**src/rx_line_input_cfg.svh**
```systemverilog
// Purpose: Timing counts and reset values for the receive line input selection.
// Assumes: Core clock of 200 MHz; line rates of 2048 kbit/s and 1544 kbit/s.
// Notes:   Counts are derived from the rates, rounded down to whole cycles.
`ifndef RX_LINE_INPUT_CFG_SVH
`define RX_LINE_INPUT_CFG_SVH

// ----------------------------------------------------------------------------
// Clock and line rates
// ----------------------------------------------------------------------------
`define RXSEL_CLK_KHZ       200000
`define RXSEL_E1_KBPS       2048
`define RXSEL_T1_KBPS       1544
`define RXSEL_E1_BIT_CYC    (`RXSEL_CLK_KHZ / `RXSEL_E1_KBPS)
`define RXSEL_T1_BIT_CYC    (`RXSEL_CLK_KHZ / `RXSEL_T1_KBPS)

// ----------------------------------------------------------------------------
// Widths, depths and reset values
// ----------------------------------------------------------------------------
`define RXSEL_PHASE_W       8
`define RXSEL_SYNC_STAGES   2
`define RXSEL_FIFO_DEPTH    4
`define RXSEL_PHASE_RST     8'h00

`endif

```
**src/rx_line_input_pkg.sv**
```systemverilog
// Purpose: Types shared by the receive line input selection and its FIFO.
// Assumes: Constants come from rx_line_input_cfg.svh.
// Notes:   Mode codes are binary and fixed.
package rx_line_input_pkg;

    // ------------------------------------------------------------------------
    // Receive input modes
    // ------------------------------------------------------------------------
    typedef enum logic [1:0] {
        MODE_ANALOG = 2'b00,
        MODE_DUAL   = 2'b01,
        MODE_NRZ    = 2'b10,
        MODE_CMI    = 2'b11
    } rx_mode_e;

    // ------------------------------------------------------------------------
    // One received symbol: both rails, or the data bit on pos_bit alone
    // ------------------------------------------------------------------------
    typedef struct packed {
        logic pos_bit;
        logic neg_bit;
    } rx_symbol_s;

    typedef logic [7:0] phase_t;

endpackage : rx_line_input_pkg

```
**src/rx_symbol_fifo.sv**
```systemverilog
// Purpose: Small synchronous FIFO with valid and ready on both sides.
// Assumes: One clock; DEPTH is a power of two.
// Notes:   Full and empty come from a pointer pair with one extra wrap bit.
`timescale 1ns/10ps
module rx_symbol_fifo #(
    parameter int WIDTH = 2,
    parameter int DEPTH = 4
) (
    input  wire logic             clk_sys,
    input  wire logic             resetn,
    input  wire logic             in_valid,
    output logic                  in_ready,
    input  wire logic [WIDTH-1:0] in_data,
    output logic                  out_valid,
    input  wire logic             out_ready,
    output logic      [WIDTH-1:0] out_data
);
    localparam int AW = $clog2(DEPTH);

    logic [WIDTH-1:0] mem [DEPTH];
    logic [AW:0]      wr_ptr_r;
    logic [AW:0]      rd_ptr_r;
    logic             full;
    logic             empty;

    assign empty     = (wr_ptr_r == rd_ptr_r);
    assign full      = (wr_ptr_r[AW] != rd_ptr_r[AW]) && (wr_ptr_r[AW-1:0] == rd_ptr_r[AW-1:0]);
    assign in_ready  = !full;
    assign out_valid = !empty;
    assign out_data  = mem[rd_ptr_r[AW-1:0]];

    always_ff @(posedge clk_sys) begin
        if (in_valid && !full) begin
            mem[wr_ptr_r[AW-1:0]] <= in_data;
        end
    end

    always_ff @(posedge clk_sys or negedge resetn) begin
        if (!resetn) begin
            wr_ptr_r <= '0;
        end else if (in_valid && !full) begin
            wr_ptr_r <= wr_ptr_r + 1'b1;
        end
    end

    always_ff @(posedge clk_sys or negedge resetn) begin
        if (!resetn) begin
            rd_ptr_r <= '0;
        end else if (out_ready && !empty) begin
            rd_ptr_r <= rd_ptr_r + 1'b1;
        end
    end

endmodule : rx_symbol_fifo

```
**src/rx_line_input_select.sv**
```systemverilog
// Purpose: Receive input selection, polarity and clock recovery for one line port.
// Assumes: Configuration inputs come from logic on clk_sys; pins are asynchronous.
// Notes:   Instantiate once per line port; analog inputs arrive as sliced levels.
//
// Overview of operation
// - Mode select cleared: data comes from the two analog line inputs.
// - Mode select and upper code bit set: dual-rail input on both rail pins.
// - Dual-rail clock is recovered by a DPLL that latches both rails.
// - Mode select set, upper code bit cleared: single-rail data from optical pin.
// - Single-rail non-CMI data is sampled on each falling external clock edge.
// - Polarity select inverts or passes rail and optical inputs; value zero means active low.
// - Code field 01 selects CMI: DPLL recovers clock and data, no external clock.
// - External clock is used only with mode select set and code field 00.
// - External clock activity is ignored while CMI coding is selected.
`timescale 1ns/10ps
`include "rx_line_input_cfg.svh"
module rx_line_input_select (
    input  wire logic                          clk_sys,
    input  wire logic                          resetn,
    input  wire logic                          digital_line_mode_select,
    input  wire logic [1:0]                    rx_code_select_field,
    input  wire logic                          rx_input_polarity_select,
    input  wire logic                          line_rate_t1,
    input  wire logic                          rx_analog_line_in_a,
    input  wire logic                          rx_analog_line_in_b,
    input  wire logic                          rx_positive_rail_in,
    input  wire logic                          rx_negative_rail_in,
    input  wire logic                          rx_optical_data_in,
    input  wire logic                          rx_external_clock_in,
    output rx_line_input_pkg::rx_symbol_s      rx_symbol_r,
    output logic                               rx_valid_r,
    input  wire logic                          rx_ready,
    output rx_line_input_pkg::rx_mode_e        rx_mode_r,
    output logic                               rx_overrun_r
);
    // ------------------------------------------------------------------------
    // Pin synchronisers
    // ------------------------------------------------------------------------
    localparam int NPIN = 6;

    logic [NPIN-1:0] pin_raw;
    logic [NPIN-1:0] pin_s1_r;
    logic [NPIN-1:0] pin_s2_r;

    assign pin_raw = {rx_external_clock_in, rx_optical_data_in, rx_negative_rail_in,
                      rx_positive_rail_in, rx_analog_line_in_b, rx_analog_line_in_a};

    genvar gi;
    generate
        for (gi = 0; gi < NPIN; gi++) begin : g_sync
            always_ff @(posedge clk_sys or negedge resetn) begin
                if (!resetn) begin
                    pin_s1_r[gi] <= 1'b0;
                    pin_s2_r[gi] <= 1'b0;
                end else begin
                    pin_s1_r[gi] <= pin_raw[gi];
                    pin_s2_r[gi] <= pin_s1_r[gi];
                end
            end
        end
    endgenerate

    // ------------------------------------------------------------------------
    // Mode decode and polarity
    // ------------------------------------------------------------------------
    rx_line_input_pkg::rx_mode_e mode;
    logic                        pol_inv;
    logic                        sel_a;
    logic                        sel_b;
    logic                        sel_opt;

    always_comb begin
        if (!digital_line_mode_select) begin
            mode = rx_line_input_pkg::MODE_ANALOG;
        end else if (rx_code_select_field[1]) begin
            mode = rx_line_input_pkg::MODE_DUAL;
        end else if (rx_code_select_field[0]) begin
            mode = rx_line_input_pkg::MODE_CMI;
        end else begin
            mode = rx_line_input_pkg::MODE_NRZ;
        end
    end

    // Polarity select low means the digital pins are active low, so they are inverted.
    assign pol_inv = !rx_input_polarity_select;

    // Only the pins of the selected mode reach the recovery logic.
    always_comb begin
        sel_a   = 1'b0;
        sel_b   = 1'b0;
        sel_opt = 1'b0;
        case (mode)
            rx_line_input_pkg::MODE_ANALOG: begin
                sel_a = pin_s2_r[0];
                sel_b = pin_s2_r[1];
            end
            rx_line_input_pkg::MODE_DUAL: begin
                sel_a = pin_s2_r[2] ^ pol_inv;
                sel_b = pin_s2_r[3] ^ pol_inv;
            end
            rx_line_input_pkg::MODE_NRZ,
            rx_line_input_pkg::MODE_CMI: begin
                sel_opt = pin_s2_r[4] ^ pol_inv;
            end
            default: begin
                sel_opt = 1'b0;
            end
        endcase
    end

    // ------------------------------------------------------------------------
    // Edge history and mode tracking
    // ------------------------------------------------------------------------
    logic                        pulse_prev_r;
    logic                        opt_prev_r;
    logic                        xclk_prev_r;
    logic                        xclk_fall;
    logic                        pulse_rise;
    logic                        opt_fall;
    logic                        mode_change;

    always_ff @(posedge clk_sys or negedge resetn) begin
        if (!resetn) begin
            pulse_prev_r <= 1'b0;
            opt_prev_r   <= 1'b0;
            xclk_prev_r  <= 1'b0;
        end else begin
            pulse_prev_r <= sel_a | sel_b;
            opt_prev_r   <= sel_opt;
            xclk_prev_r  <= pin_s2_r[5];
        end
    end

    always_ff @(posedge clk_sys or negedge resetn) begin
        if (!resetn) begin
            rx_mode_r <= rx_line_input_pkg::MODE_ANALOG;
        end else begin
            rx_mode_r <= mode;
        end
    end

    assign pulse_rise  = (sel_a | sel_b) && !pulse_prev_r;
    assign opt_fall    = opt_prev_r && !sel_opt;
    assign mode_change = (mode != rx_mode_r);
    // The external clock is looked at in single-rail NRZ mode only.
    assign xclk_fall   = (mode == rx_line_input_pkg::MODE_NRZ) && xclk_prev_r
                         && !pin_s2_r[5];

    // ------------------------------------------------------------------------
    // Digital PLL: a bit-period phase counter pulled in by line edges
    // ------------------------------------------------------------------------
    logic [`RXSEL_PHASE_W-1:0] period;
    logic [`RXSEL_PHASE_W-1:0] quarter;
    logic [`RXSEL_PHASE_W-1:0] three_q;
    logic [`RXSEL_PHASE_W-1:0] phase_r;
    logic                      resync;

    assign period  = line_rate_t1 ? `RXSEL_PHASE_W'(`RXSEL_T1_BIT_CYC)
                                  : `RXSEL_PHASE_W'(`RXSEL_E1_BIT_CYC);
    assign quarter = period >> 2;
    assign three_q = period - quarter;

    // Dual-rail pulses start at the bit boundary. A CMI zero always rises mid-bit,
    // so only a falling optical edge marks a boundary; rising edges would let the
    // phase lock half a bit off.
    always_comb begin
        case (mode)
            rx_line_input_pkg::MODE_ANALOG,
            rx_line_input_pkg::MODE_DUAL: begin
                resync = pulse_rise;
            end
            rx_line_input_pkg::MODE_CMI: begin
                resync = opt_fall;
            end
            default: begin
                resync = 1'b0;
            end
        endcase
    end

    always_ff @(posedge clk_sys or negedge resetn) begin
        if (!resetn) begin
            phase_r <= `RXSEL_PHASE_RST;
        end else if (mode_change || resync || (phase_r >= period - 1'b1)) begin
            phase_r <= `RXSEL_PHASE_RST;
        end else begin
            phase_r <= phase_r + 1'b1;
        end
    end

    // ------------------------------------------------------------------------
    // Symbol capture per mode
    // ------------------------------------------------------------------------
    logic                           cmi_half_r;
    logic                           cap_valid;
    rx_line_input_pkg::rx_symbol_s  cap_sym;

    always_ff @(posedge clk_sys or negedge resetn) begin
        if (!resetn) begin
            cmi_half_r <= 1'b0;
        end else if (mode == rx_line_input_pkg::MODE_CMI && phase_r == quarter) begin
            cmi_half_r <= sel_opt;
        end
    end

    // CMI: equal halves carry a one, a 0-to-1 pair carries a zero.
    always_comb begin
        cap_valid       = 1'b0;
        cap_sym.pos_bit = 1'b0;
        cap_sym.neg_bit = 1'b0;
        case (mode)
            rx_line_input_pkg::MODE_ANALOG,
            rx_line_input_pkg::MODE_DUAL: begin
                cap_valid       = !mode_change && (phase_r == quarter);
                cap_sym.pos_bit = sel_a;
                cap_sym.neg_bit = sel_b;
            end
            rx_line_input_pkg::MODE_NRZ: begin
                cap_valid       = !mode_change && xclk_fall;
                cap_sym.pos_bit = sel_opt;
            end
            rx_line_input_pkg::MODE_CMI: begin
                cap_valid       = !mode_change && (phase_r == three_q);
                cap_sym.pos_bit = (cmi_half_r == sel_opt);
            end
            default: begin
                cap_valid = 1'b0;
            end
        endcase
    end

    // ------------------------------------------------------------------------
    // Hold stage: the line cannot be stalled, so a full FIFO shows as overrun
    // ------------------------------------------------------------------------
    logic                           hold_valid_r;
    rx_line_input_pkg::rx_symbol_s  hold_sym_r;
    logic                           fifo_in_ready;
    logic                           fifo_out_valid;
    logic                           fifo_out_ready;
    rx_line_input_pkg::rx_symbol_s  fifo_out_data;

    always_ff @(posedge clk_sys or negedge resetn) begin
        if (!resetn) begin
            hold_valid_r <= 1'b0;
            hold_sym_r   <= '0;
        end else if (cap_valid) begin
            hold_valid_r <= 1'b1;
            hold_sym_r   <= cap_sym;
        end else if (fifo_in_ready) begin
            hold_valid_r <= 1'b0;
        end
    end

    always_ff @(posedge clk_sys or negedge resetn) begin
        if (!resetn) begin
            rx_overrun_r <= 1'b0;
        end else if (cap_valid && hold_valid_r && !fifo_in_ready) begin
            rx_overrun_r <= 1'b1;
        end
    end

    rx_symbol_fifo #(
        .WIDTH ($bits(rx_line_input_pkg::rx_symbol_s)),
        .DEPTH (`RXSEL_FIFO_DEPTH)
    ) i_rx_symbol_fifo (
        .clk_sys   (clk_sys),
        .resetn    (resetn),
        .in_valid  (hold_valid_r),
        .in_ready  (fifo_in_ready),
        .in_data   (hold_sym_r),
        .out_valid (fifo_out_valid),
        .out_ready (fifo_out_ready),
        .out_data  (fifo_out_data)
    );

    // ------------------------------------------------------------------------
    // Registered output stage
    // ------------------------------------------------------------------------
    assign fifo_out_ready = !rx_valid_r || rx_ready;

    always_ff @(posedge clk_sys or negedge resetn) begin
        if (!resetn) begin
            rx_valid_r  <= 1'b0;
            rx_symbol_r <= '0;
        end else if (fifo_out_ready) begin
            rx_valid_r  <= fifo_out_valid;
            rx_symbol_r <= fifo_out_data;
        end
    end

endmodule : rx_line_input_select

```
**config.mk**
```make
export PLATFORM = sky130hd
export DESIGN_NAME = rx_line_input_select
export DESIGN_NICKNAME = d
export VERILOG_FILES = /design/src/rx_line_input_pkg.sv /design/src/rx_symbol_fifo.sv /design/src/rx_line_input_select.sv
export VERILOG_INCLUDE_DIRS = /design/src
export SDC_FILE = /design/constraint.sdc
export NUM_CORES = 1
export LEC_CHECK = 0
export ABC_AREA = 1
export BUFFER_PORTS_ARGS = -buffer_cell sky130_fd_sc_hd__buf_2
export CAP_MARGIN = 20
export CELL_PAD_IN_SITES_DETAIL_PLACEMENT = 2
export CELL_PAD_IN_SITES_GLOBAL_PLACEMENT = 2
export CORE_ASPECT_RATIO = 0.7
export CORE_MARGIN = 10
export CORE_UTILIZATION = 39
export CTS_BUF_LIST = sky130_fd_sc_hd__clkbuf_8
export DETAILED_ROUTE_END_ITERATION = 16
export GPL_TIMING_DRIVEN = 0
export PLACE_DENSITY = 0.88
export SKIP_CTS_REPAIR_TIMING = 1
export SYNTH_ARGS = -nofsm -noshare
export SYNTH_HDL_FRONTEND = slang
export SYNTH_SLANG_ARGS = --single-unit
```
**constraint.sdc**
```tcl
create_clock -name clk_sys -period 2.1 [get_ports clk_sys]
set_clock_uncertainty 0.2 [all_clocks]
set_input_delay 0.525 -clock clk_sys [delete_from_list [all_inputs] [get_ports clk_sys]]
set_output_delay 0.525 -clock clk_sys [all_outputs]
set_load 0.01 [all_outputs]
```
==> reports/summary.md, run 1 <==
The clock root buffer is sky130_fd_sc_hd__clkbuf_8. The min-delay analysis places its worst path in the category in -> reg. Setup repair after global routing left no endpoint under its margin.

The die is 110 um wide. The worst hold path begins at rx_positive_rail_in. In this run the deepest clock path goes through 2 buffers.

At the pin with the least slew margin, the transition time is 903 ps. The number of global-route vias before repair came out at 1976. The number of clock buffers added by TritonCTS is 5. In this run the count of I/O pins placed on the die edge is 20. The logs give 0.00537 mm2 for the area of the core and 113 ps for the final-layout worst hold slack. The synthesized instance count was 232. The run finished with clean final reports. Counting cells, the worst reg-to-reg path comes to 10.

The remaining antenna violation count after routing came out at 0. Total routing resource utilization after global routing: 14.6%. The destination of the worst register-to-register timing path was hold_sym_r[0].

The total wire length after detailed routing is 6110 um. In this run the register-to-register setup slack is 150 ps. The final standard cell utilization of the core came out at 47.4%. The run gives 0 as the initial antenna violation count. Clock latency on the worst-skew pair, taken at its later pin, is 310 ps. The mean instance size in the synthesized netlist came out at 9.56 um2. The floorplan has 22 rows. Total power for the finished layout comes to 2.71 mW. The maximum vdd ir drop was 328 uV; the largest fanout on the critical path was 4. For this run the aggregate overflow at the end of global routing stands at 0.

The clock tree synthesis step divided the H-tree into 2 levels. The tool flagged a number of max-cap violations equal to 0. Number of cells traversed by the worst hold path: 1. The tools report the critical path arrival as 1960 ps. The post-detailed-route via-to-cell ratio is 4.83, and the clock transition at the register clock pins on the worst setup and hold paths after CTS is 100 ps. For this run, design rule violations remaining after detail routing come to 0.

The power per cell area is 1070 mW/mm2, and the signed area change from the synthesized netlist to the final layout is 14.7%. The worst path required time was 2110 ps. The total number of yosys warnings is 0. The worst slew margin relative to its limit came out at 39.8%. The net count of the mapped netlist came out at 257. For this design the static power due to leakage is 1.21 nW. The flop and latch count out of synthesis is 47, and the number of pins exceeding their max-slew limit in the final report is 0. For this block, the initial DRC count from the detailed router was 47. The final critical-path required period was 1950 ps.

The detailed router placed 1600 vias in this run. Dividing the final minimum period by the clock period gives 93.0%. The run gives 41.3% as the initial standard-cell utilization of the core.

The post-synthesis sequential area ratio is 54.9%. Measured along the y axis, the die boundary spans 83.1 um. The worst setup margin came out at 147 ps. The library cells used most frequently in the layout, excluding fill and tap cells, are 39 x sky130_fd_sc_hd__nand2_1, 39 x sky130_fd_sc_hd__dfrtp_1, 38 x sky130_fd_sc_hd__inv_1. For the final routed database, the setup TNS stands at 0 ps.

The layout has 589 filler cells. TritonCTS built the clock tree. For this design, the sink count on the clock tree is 47. Entering global routing, the biggest net connects 40 pins.

The detailed-route wire length per cell came out at 18.5 um. Summing all placed instances gives a cell area of 0.00240 mm2. During placement, the flow inserted port buffers numbering 19.

The logs give 10300 um for the global-route wire length before repair and 4 for the number of optimization iterations in the first detailed-route pass. The critical path in this run is classified as reg -> reg. Before CTS, the worst setup slack after placement is -207 ps. The worst setup path is captured at a flip-flop. The post-route netlist has 20.8% of its cells at a drive strength greater than 1. STA classifies the critical path startpoint as a flip-flop. Setup violations remaining at the end of the flow were counted as 0. In this run the cell area of the synthesized design comes to 0.00222 mm2. The tools report the final hold violation count as 0.

The run gives 283 as the number of nets in the finished design. The finished layout holds 331 standard cells, fillers aside. The peak clock frequency supported by timing is 512 MHz, and the half-perimeter wire length after placement is 4750 um. The repair_antennas step left the layout with diodes totalling 0.

Counting distinct cell types in the post-synthesis netlist gives 24. The total instance count after detailed placement came out at 323. The tools report the end point of the most critical hold path as pin_s1_r[2]. Launch point of the worst reg-to-reg path: phase_r[5]. The die covers 0.00915 mm2. The tools report the post-layout instance area as 0.00254 mm2.

The congestion estimate from routability-driven global placement came to 0.748.
==> cell families (layout without fill, tap and decap cells) <==
kind of cell    count (synthesis)  count (layout)  synth area share [%]
mux                             1               1                 0.508
buf+inv                        40              67                  6.83
fa+ha+maj                      11              11                  6.21
compound gates                 13              13                  3.22
simple gates                  106             106                  22.9
xor+xnor                       14              14                  5.53
flops                          47              47                  54.9
==> final cells by class <==
| class | instances | area (um2) | area share, % |
|---|---|---|---|
| flip-flops and latches | 47 | 1220 | 47.8 |
| clock inverters | 3 | 67.6 | 2.66 |
| clock buffers | 5 | 68.8 | 2.71 |
| multi-input cells | 145 | 855 | 33.6 |
| plain buffers | 1 | 5.00 | 0.197 |
| inverters | 39 | 146 | 5.76 |
| well taps | 72 | 90.1 | 3.54 |
| repair buffers | 19 | 95.1 | 3.74 |
==> layer usage <==
| metal | part of all wire [%] | track usage, % |
|---|---|---|
| met4 | 1.5 | 4.16 |
| met3 | 3.9 | 4.01 |
| met5 | 0 | 0 |
| met1 | 43 | 16.8 |
| met2 | 51 | 25.4 |
==> cell usage after synthesis <==
library cell	instances	area share, %
sky130_fd_sc_hd__mux2_2	1	0.51
sky130_fd_sc_hd__o21ai_2	1	0.40
sky130_fd_sc_hd__nand2_1	40	6.8
sky130_fd_sc_hd__nor2_2	9	2.5
sky130_fd_sc_hd__ha_1	11	6.2
sky130_fd_sc_hd__inv_2	1	0.17
sky130_fd_sc_hd__nand4_1	2	0.56
sky130_fd_sc_hd__a31oi_1	1	0.28
sky130_fd_sc_hd__xor2_1	9	3.6
sky130_fd_sc_hd__a21oi_1	3	0.68
sky130_fd_sc_hd__inv_1	38	6.4
sky130_fd_sc_hd__nor3_1	1	0.23
sky130_fd_sc_hd__nand2_2	9	2.5
sky130_fd_sc_hd__nor2_1	23	3.9
sky130_fd_sc_hd__nor2_4	2	1.0
sky130_fd_sc_hd__nand3_4	1	0.79
sky130_fd_sc_hd__nand3_1	17	3.8
sky130_fd_sc_hd__edfxtp_1	8	11
sky130_fd_sc_hd__nand3b_1	2	0.68
sky130_fd_sc_hd__dfrtp_1	39	44
sky130_fd_sc_hd__clkbuf_2	1	0.23
sky130_fd_sc_hd__o22ai_1	1	0.28
sky130_fd_sc_hd__xnor2_1	5	2.0
sky130_fd_sc_hd__o21ai_0	7	1.6
==> sequential cells by signal (all words and copies together) (netlist names) <==
register,cells
i_rx_symbol_fifo.wr_ptr_r,3
rx_mode_r,2
rx_symbol_r,2
i_rx_symbol_fifo.mem,8
rx_valid_r,1
phase_r,8
hold_valid_r,1
hold_sym_r,2
cmi_half_r,1
pin_s2_r,6
pulse_prev_r,1
pin_s1_r,6
rx_overrun_r,1
i_rx_symbol_fifo.rd_ptr_r,3
opt_prev_r,1
xclk_prev_r,1
==> power by group <==
part | leakage (nW) | total, mW | switching [mW] | internal, mW
sequential | 0.548 | 1.23 | 0.149 | 1.08
combinational | 0.602 | 0.680 | 0.422 | 0.258
clock | 0.0644 | 0.806 | 0.331 | 0.475
==> worst max-delay path by stage <==
stage | start | endpoint | slack, ps | cells after the start
2_1_floorplan | line_rate_t1 | hold_sym_r[0] | 370 | 10
3_3_place_gp | line_rate_t1 | hold_sym_r[1] | 7 | 11
3_5_place_dp | line_rate_t1 | hold_sym_r[0] | -210 | 11
4_1_cts | phase_r[5] | hold_sym_r[0] | 120 | 10
5_1_grt | phase_r[5] | hold_sym_r[0] | 10 | 10
6_report | phase_r[5] | hold_sym_r[0] | 150 | 10
==> worst max-delay path, cell delays in order (launching register included) <==
cell                      delay, ps
sky130_fd_sc_hd__dfrtp_1        390
sky130_fd_sc_hd__inv_1           70
sky130_fd_sc_hd__ha_1           290
sky130_fd_sc_hd__inv_1           70
sky130_fd_sc_hd__nand2_1         70
sky130_fd_sc_hd__nor2_2         160
sky130_fd_sc_hd__a21oi_1        110
sky130_fd_sc_hd__nor2_2         230
sky130_fd_sc_hd__nand2_2        100
sky130_fd_sc_hd__nand2_1         80
sky130_fd_sc_hd__nand2_1         70
(Power assumes the default switching activity.)
==> run 2: changes to the inputs <==
--- a/config.mk
+++ b/config.mk
@@ -13,12 +13,13 @@
 export CELL_PAD_IN_SITES_GLOBAL_PLACEMENT = 2
 export CORE_ASPECT_RATIO = 0.7
 export CORE_MARGIN = 10
-export CORE_UTILIZATION = 39
+export CORE_UTILIZATION = 38
 export CTS_BUF_LIST = sky130_fd_sc_hd__clkbuf_8
 export DETAILED_ROUTE_END_ITERATION = 16
 export GPL_TIMING_DRIVEN = 0
-export PLACE_DENSITY = 0.88
+export PLACE_DENSITY = 0.87
 export SKIP_CTS_REPAIR_TIMING = 1
 export SYNTH_ARGS = -nofsm -noshare
 export SYNTH_HDL_FRONTEND = slang
+export SYNTH_HIERARCHICAL = 1
 export SYNTH_SLANG_ARGS = --single-unit
==> reports/summary.md, run 2 <==
The flop and latch count out of synthesis works out to 47 (unchanged). The logs give 0 (unchanged) for the total of max-cap violations and 53.1% (-1.8 points) for the post-synthesis sequential area ratio. The run gives 0.00248 mm2 (+3.2%) as the total placed instance area. The die outline width is 113 um (+2.4%), and the peak clock frequency supported by timing is 503 MHz (-1.7%). The number of levels the H-tree was split into is 2 (unchanged), and the overflow left after global routing is 0 (unchanged). The pin slew with the least headroom to its limit came out at 906 ps (+2.64 ps).

The launch point of the worst reg-to-reg path is phase_r[5]. The run finished with clean final reports. Flip-flop cell with the highest count after synthesis: sky130_fd_sc_hd__dfrtp_1. The via total after detailed routing is 1811 (+13%), and the remaining routing DRC violations is 0 (unchanged). The fraction of met3 tracks used by global routing was 3.23% (-0.78 points); the static leakage was 1.32 nW (+8.9%). The logs give 29.0% (+3.6 points) for the met2 routing resource usage after global routing and 307 (+8.5%) for the number of nets in the finished design. The mean instance size in the synthesized netlist was 8.95 um2 (-6.4%); the met1 routing resource usage after global routing was 18.5% (+1.8 points).

The number of buffers added on ports is 19 (unchanged). The total wire length after detailed routing came out at 7060 um (+16%). For the number of pins exceeding their max-slew limit in the final report, the log shows 0 (unchanged). The critical path in this run is classified as in -> reg. Clock root buffer: sky130_fd_sc_hd__clkbuf_8. Library cell with the largest summed area after synthesis: sky130_fd_sc_hd__dfrtp_1. The tools report the setup-violating endpoint count in the final report as 0 (unchanged).

The floorplan die area is 0.00958 mm2 (+4.8%). The run gives 4640 um (-2.3%) as the half-perimeter wire length after placement. The detailed-route wire length per cell works out to 19.7 um (+6.8%). The worst path required time is 2150 ps (+40 ps). The total number of yosys warnings is 6 (+6). For the number of global-route vias before repair, the log shows 2159 (+9.3%). Sorting the synthesized cells by area gives the leading types as sky130_fd_sc_hd__dfrtp_1 43%, sky130_fd_sc_hd__nand2_1 11%, sky130_fd_sc_hd__edfxtp_1 10%.

The maximum vdd ir drop was 305 uV (-6.9%); the path depth of the worst reg2reg path was 9 (-1). Yosys instantiated no cell more often than sky130_fd_sc_hd__nand2_1. Remaining antenna violation count after routing: 0 (unchanged). The number of buffers created by CTS is 5 (unchanged), and the clock latency reported for the late side of the worst-skew pair is 320 ps (about the same). The post-synthesis cell type count came out at 29 (+21%). The initial standard-cell utilization of the core is 39.6% (-1.7 points).

The fraction of final layout cells sized beyond drive strength 1 is 16.6% (-4.2 points). In this run the critical register-to-register path is captured at hold_sym_r[0]. The area growth from synthesis to layout is 14.4%. The nature of the critical path endpoint was a flip-flop. The path class of the tightest hold or removal check is in -> reg.

The run gives 47 (unchanged) as the clock sink count. Setup repair after global routing left no endpoint under its margin. The total routing resource utilization after global routing came out at 15.9% (+1.3 points).

The logs give 2 (unchanged) for the maximum clock insertion buffer count and 281 (+9.3%) for the net count of the mapped netlist. Post-layout instance area: 0.00262 mm2 (+3.0%). TritonCTS built the clock tree. For the number of optimization iterations in the first detailed-route pass, the log shows 4 (unchanged). The register-to-register path setup slack is 120 ps (-30 ps). The run gives 0.742 (-0.90%) as the weighted congestion at the end of routability-driven global placement. Standard cell with the maximum stage delay on the critical path: sky130_fd_sc_hd__ha_1.

The fraction of registers with async set or reset after synthesis works out to 83.0% (unchanged). The largest net degree at the start of global routing was 40 (unchanged); the clock transition at the register clock pins on the worst setup and hold paths after CTS was 90 ps (about the same). The worst hold path begins at rx_optical_data_in.

The first-iteration detailed-routing DRC count came out at 46 (-2.1%). The longest individual stage delay on the worst path came out at 330 ps (-60 ps). The top-level I/O count is 20 (unchanged), and the number of cells traversed by the worst hold path is 1 (unchanged). In the synthesized netlist, the cells that appear most often are 66 x sky130_fd_sc_hd__nand2_1, 40 x sky130_fd_sc_hd__inv_1, 39 x sky130_fd_sc_hd__dfrtp_1, 25 x sky130_fd_sc_hd__nor2_1, 19 x sky130_fd_sc_hd__nand3_1. The final clock period utilization by the worst path is 94.6% (+1.6 points).

Largest fanout on the critical path: 5 (+1). The run gives 39.6% (-0.18 points) as the worst slew margin relative to its limit. The logs give 0 (unchanged) for the initial antenna violation count and 0 ps (unchanged) for the setup TNS. The critical path arrival is 2040 ps (+80 ps). The buffer and inverter count on the worst path works out to 3 (+1). The top cell type's share of synthesized area was 42.6% (-1.4 points); the die height was 85.0 um (+2.3%). The power per cell area is 1090 mW/mm2 (+2.0%). The most common cell after layout, fill and taps aside was sky130_fd_sc_hd__nand2_1. The tools report the final standard cell utilization of the core as 45.3% (-2.1 points). For the global-route wire length before repair, the log shows 12100 um (+17%).

On the critical path the largest part of the delay comes from simple AND/OR/NAND/NOR gates. The critical path goes through buf_2, inv_1, ha_1, inv_1, nand2_1, nor2_1, nand3_1, o21ai_1, nand3b_1, nand2_1. The top cell types in the final layout, fill and taps aside, are 66 x sky130_fd_sc_hd__nand2_1, 41 x sky130_fd_sc_hd__inv_1, 39 x sky130_fd_sc_hd__dfrtp_1. The tools report the synthesized instance count as 256 (+10%). The tools report the number of placement rows as 23 (+4.5%).

The area of the core is 0.00578 mm2 (+7.8%), and the cell area after synthesis is 0.00229 mm2 (+3.3%). Total power of the final layout: 2.85 mW (+5.0%). For hold timing, the worst endpoint is pin_s1_r[4].

The number of antenna diodes is 0 (unchanged), and the final critical-path required period is 1990 ps (+34.0 ps). STA classifies the critical path startpoint as an input port. The number of synthesized flops with an enable pin came out at 8 (unchanged).

The post-detailed-route via-to-cell ratio was 5.06 (+4.7%); the worst setup margin was 113 ps (-34.0 ps). The worst setup slack after placement was -153 ps (+54.0 ps); the final hold violation count was 0 (unchanged). The routing layer with the top usage in global route was met2.
-- run 2: final cells by class --
type | count | area [um2]
plain buffers | 2 | 10.0
clock buffers | 5 | 68.8
clock inverters | 3 | 63.8
fillers | 669 | 3160
inverters | 43 | 161
multi-input cells | 164 | 911
flip-flops and latches | 47 | 1220
well taps | 75 | 93.8
repair buffers | 19 | 95.1
-- run 2: worst max path at each step --
stage / start / endpoint / cells after the start
after detailed placement: line_rate_t1 / rx_overrun_r / 10
after global routing: phase_r[5] / rx_overrun_r / 9
final: line_rate_t1 / hold_sym_r[0] / 10
after CTS: phase_r[5] / hold_sym_r[0] / 9
after floorplan: line_rate_t1 / hold_sym_r[1] / 10
after global placement: line_rate_t1 / rx_overrun_r / 10
-- run 2: kinds of logic (layout without fill, tap and decap cells) --
kind of cell             count (synthesis)  after routing  share of synthesized area, %
AO/OA/AOI/OAI                           14             14                          3.44
AND/OR/NAND/NOR                        128            128                          25.2
multiplexers                             2              2                         0.983
flip-flops                              47             47                          53.1
adder cells (fa/ha/maj)                 11             11                          6.01
buffers and inverters                   45             72                          7.48
XOR/XNOR                                 9              9                          3.77
-- run 2: where the power goes --
part / internal [mW] / leakage [nW] / switching [mW]
clock network: 0.471 / 0.0695 / 0.333
logic: 0.280 / 0.700 / 0.531
registers: 1.07 / 0.552 / 0.165
-- run 2: stage by stage --
step | cells | hold slack [ps]
finish | 358 | 117
global placement | 350 | 133
CTS | 358 | 109
global route | 358 | 103
detailed placement | 350 | 138
floorplan | 256 | 29.4
-- run 2: layer usage --
| layer | up-vias | part of all wire (%) |
|---|---|---|
| li1 | 851 | - |
| met1 | 923 | 44 |
| met2 | 26 | 52 |
| met3 | 11 | 2.8 |
| met4 | 0 | 1.5 |
| met5 | - | 0 |
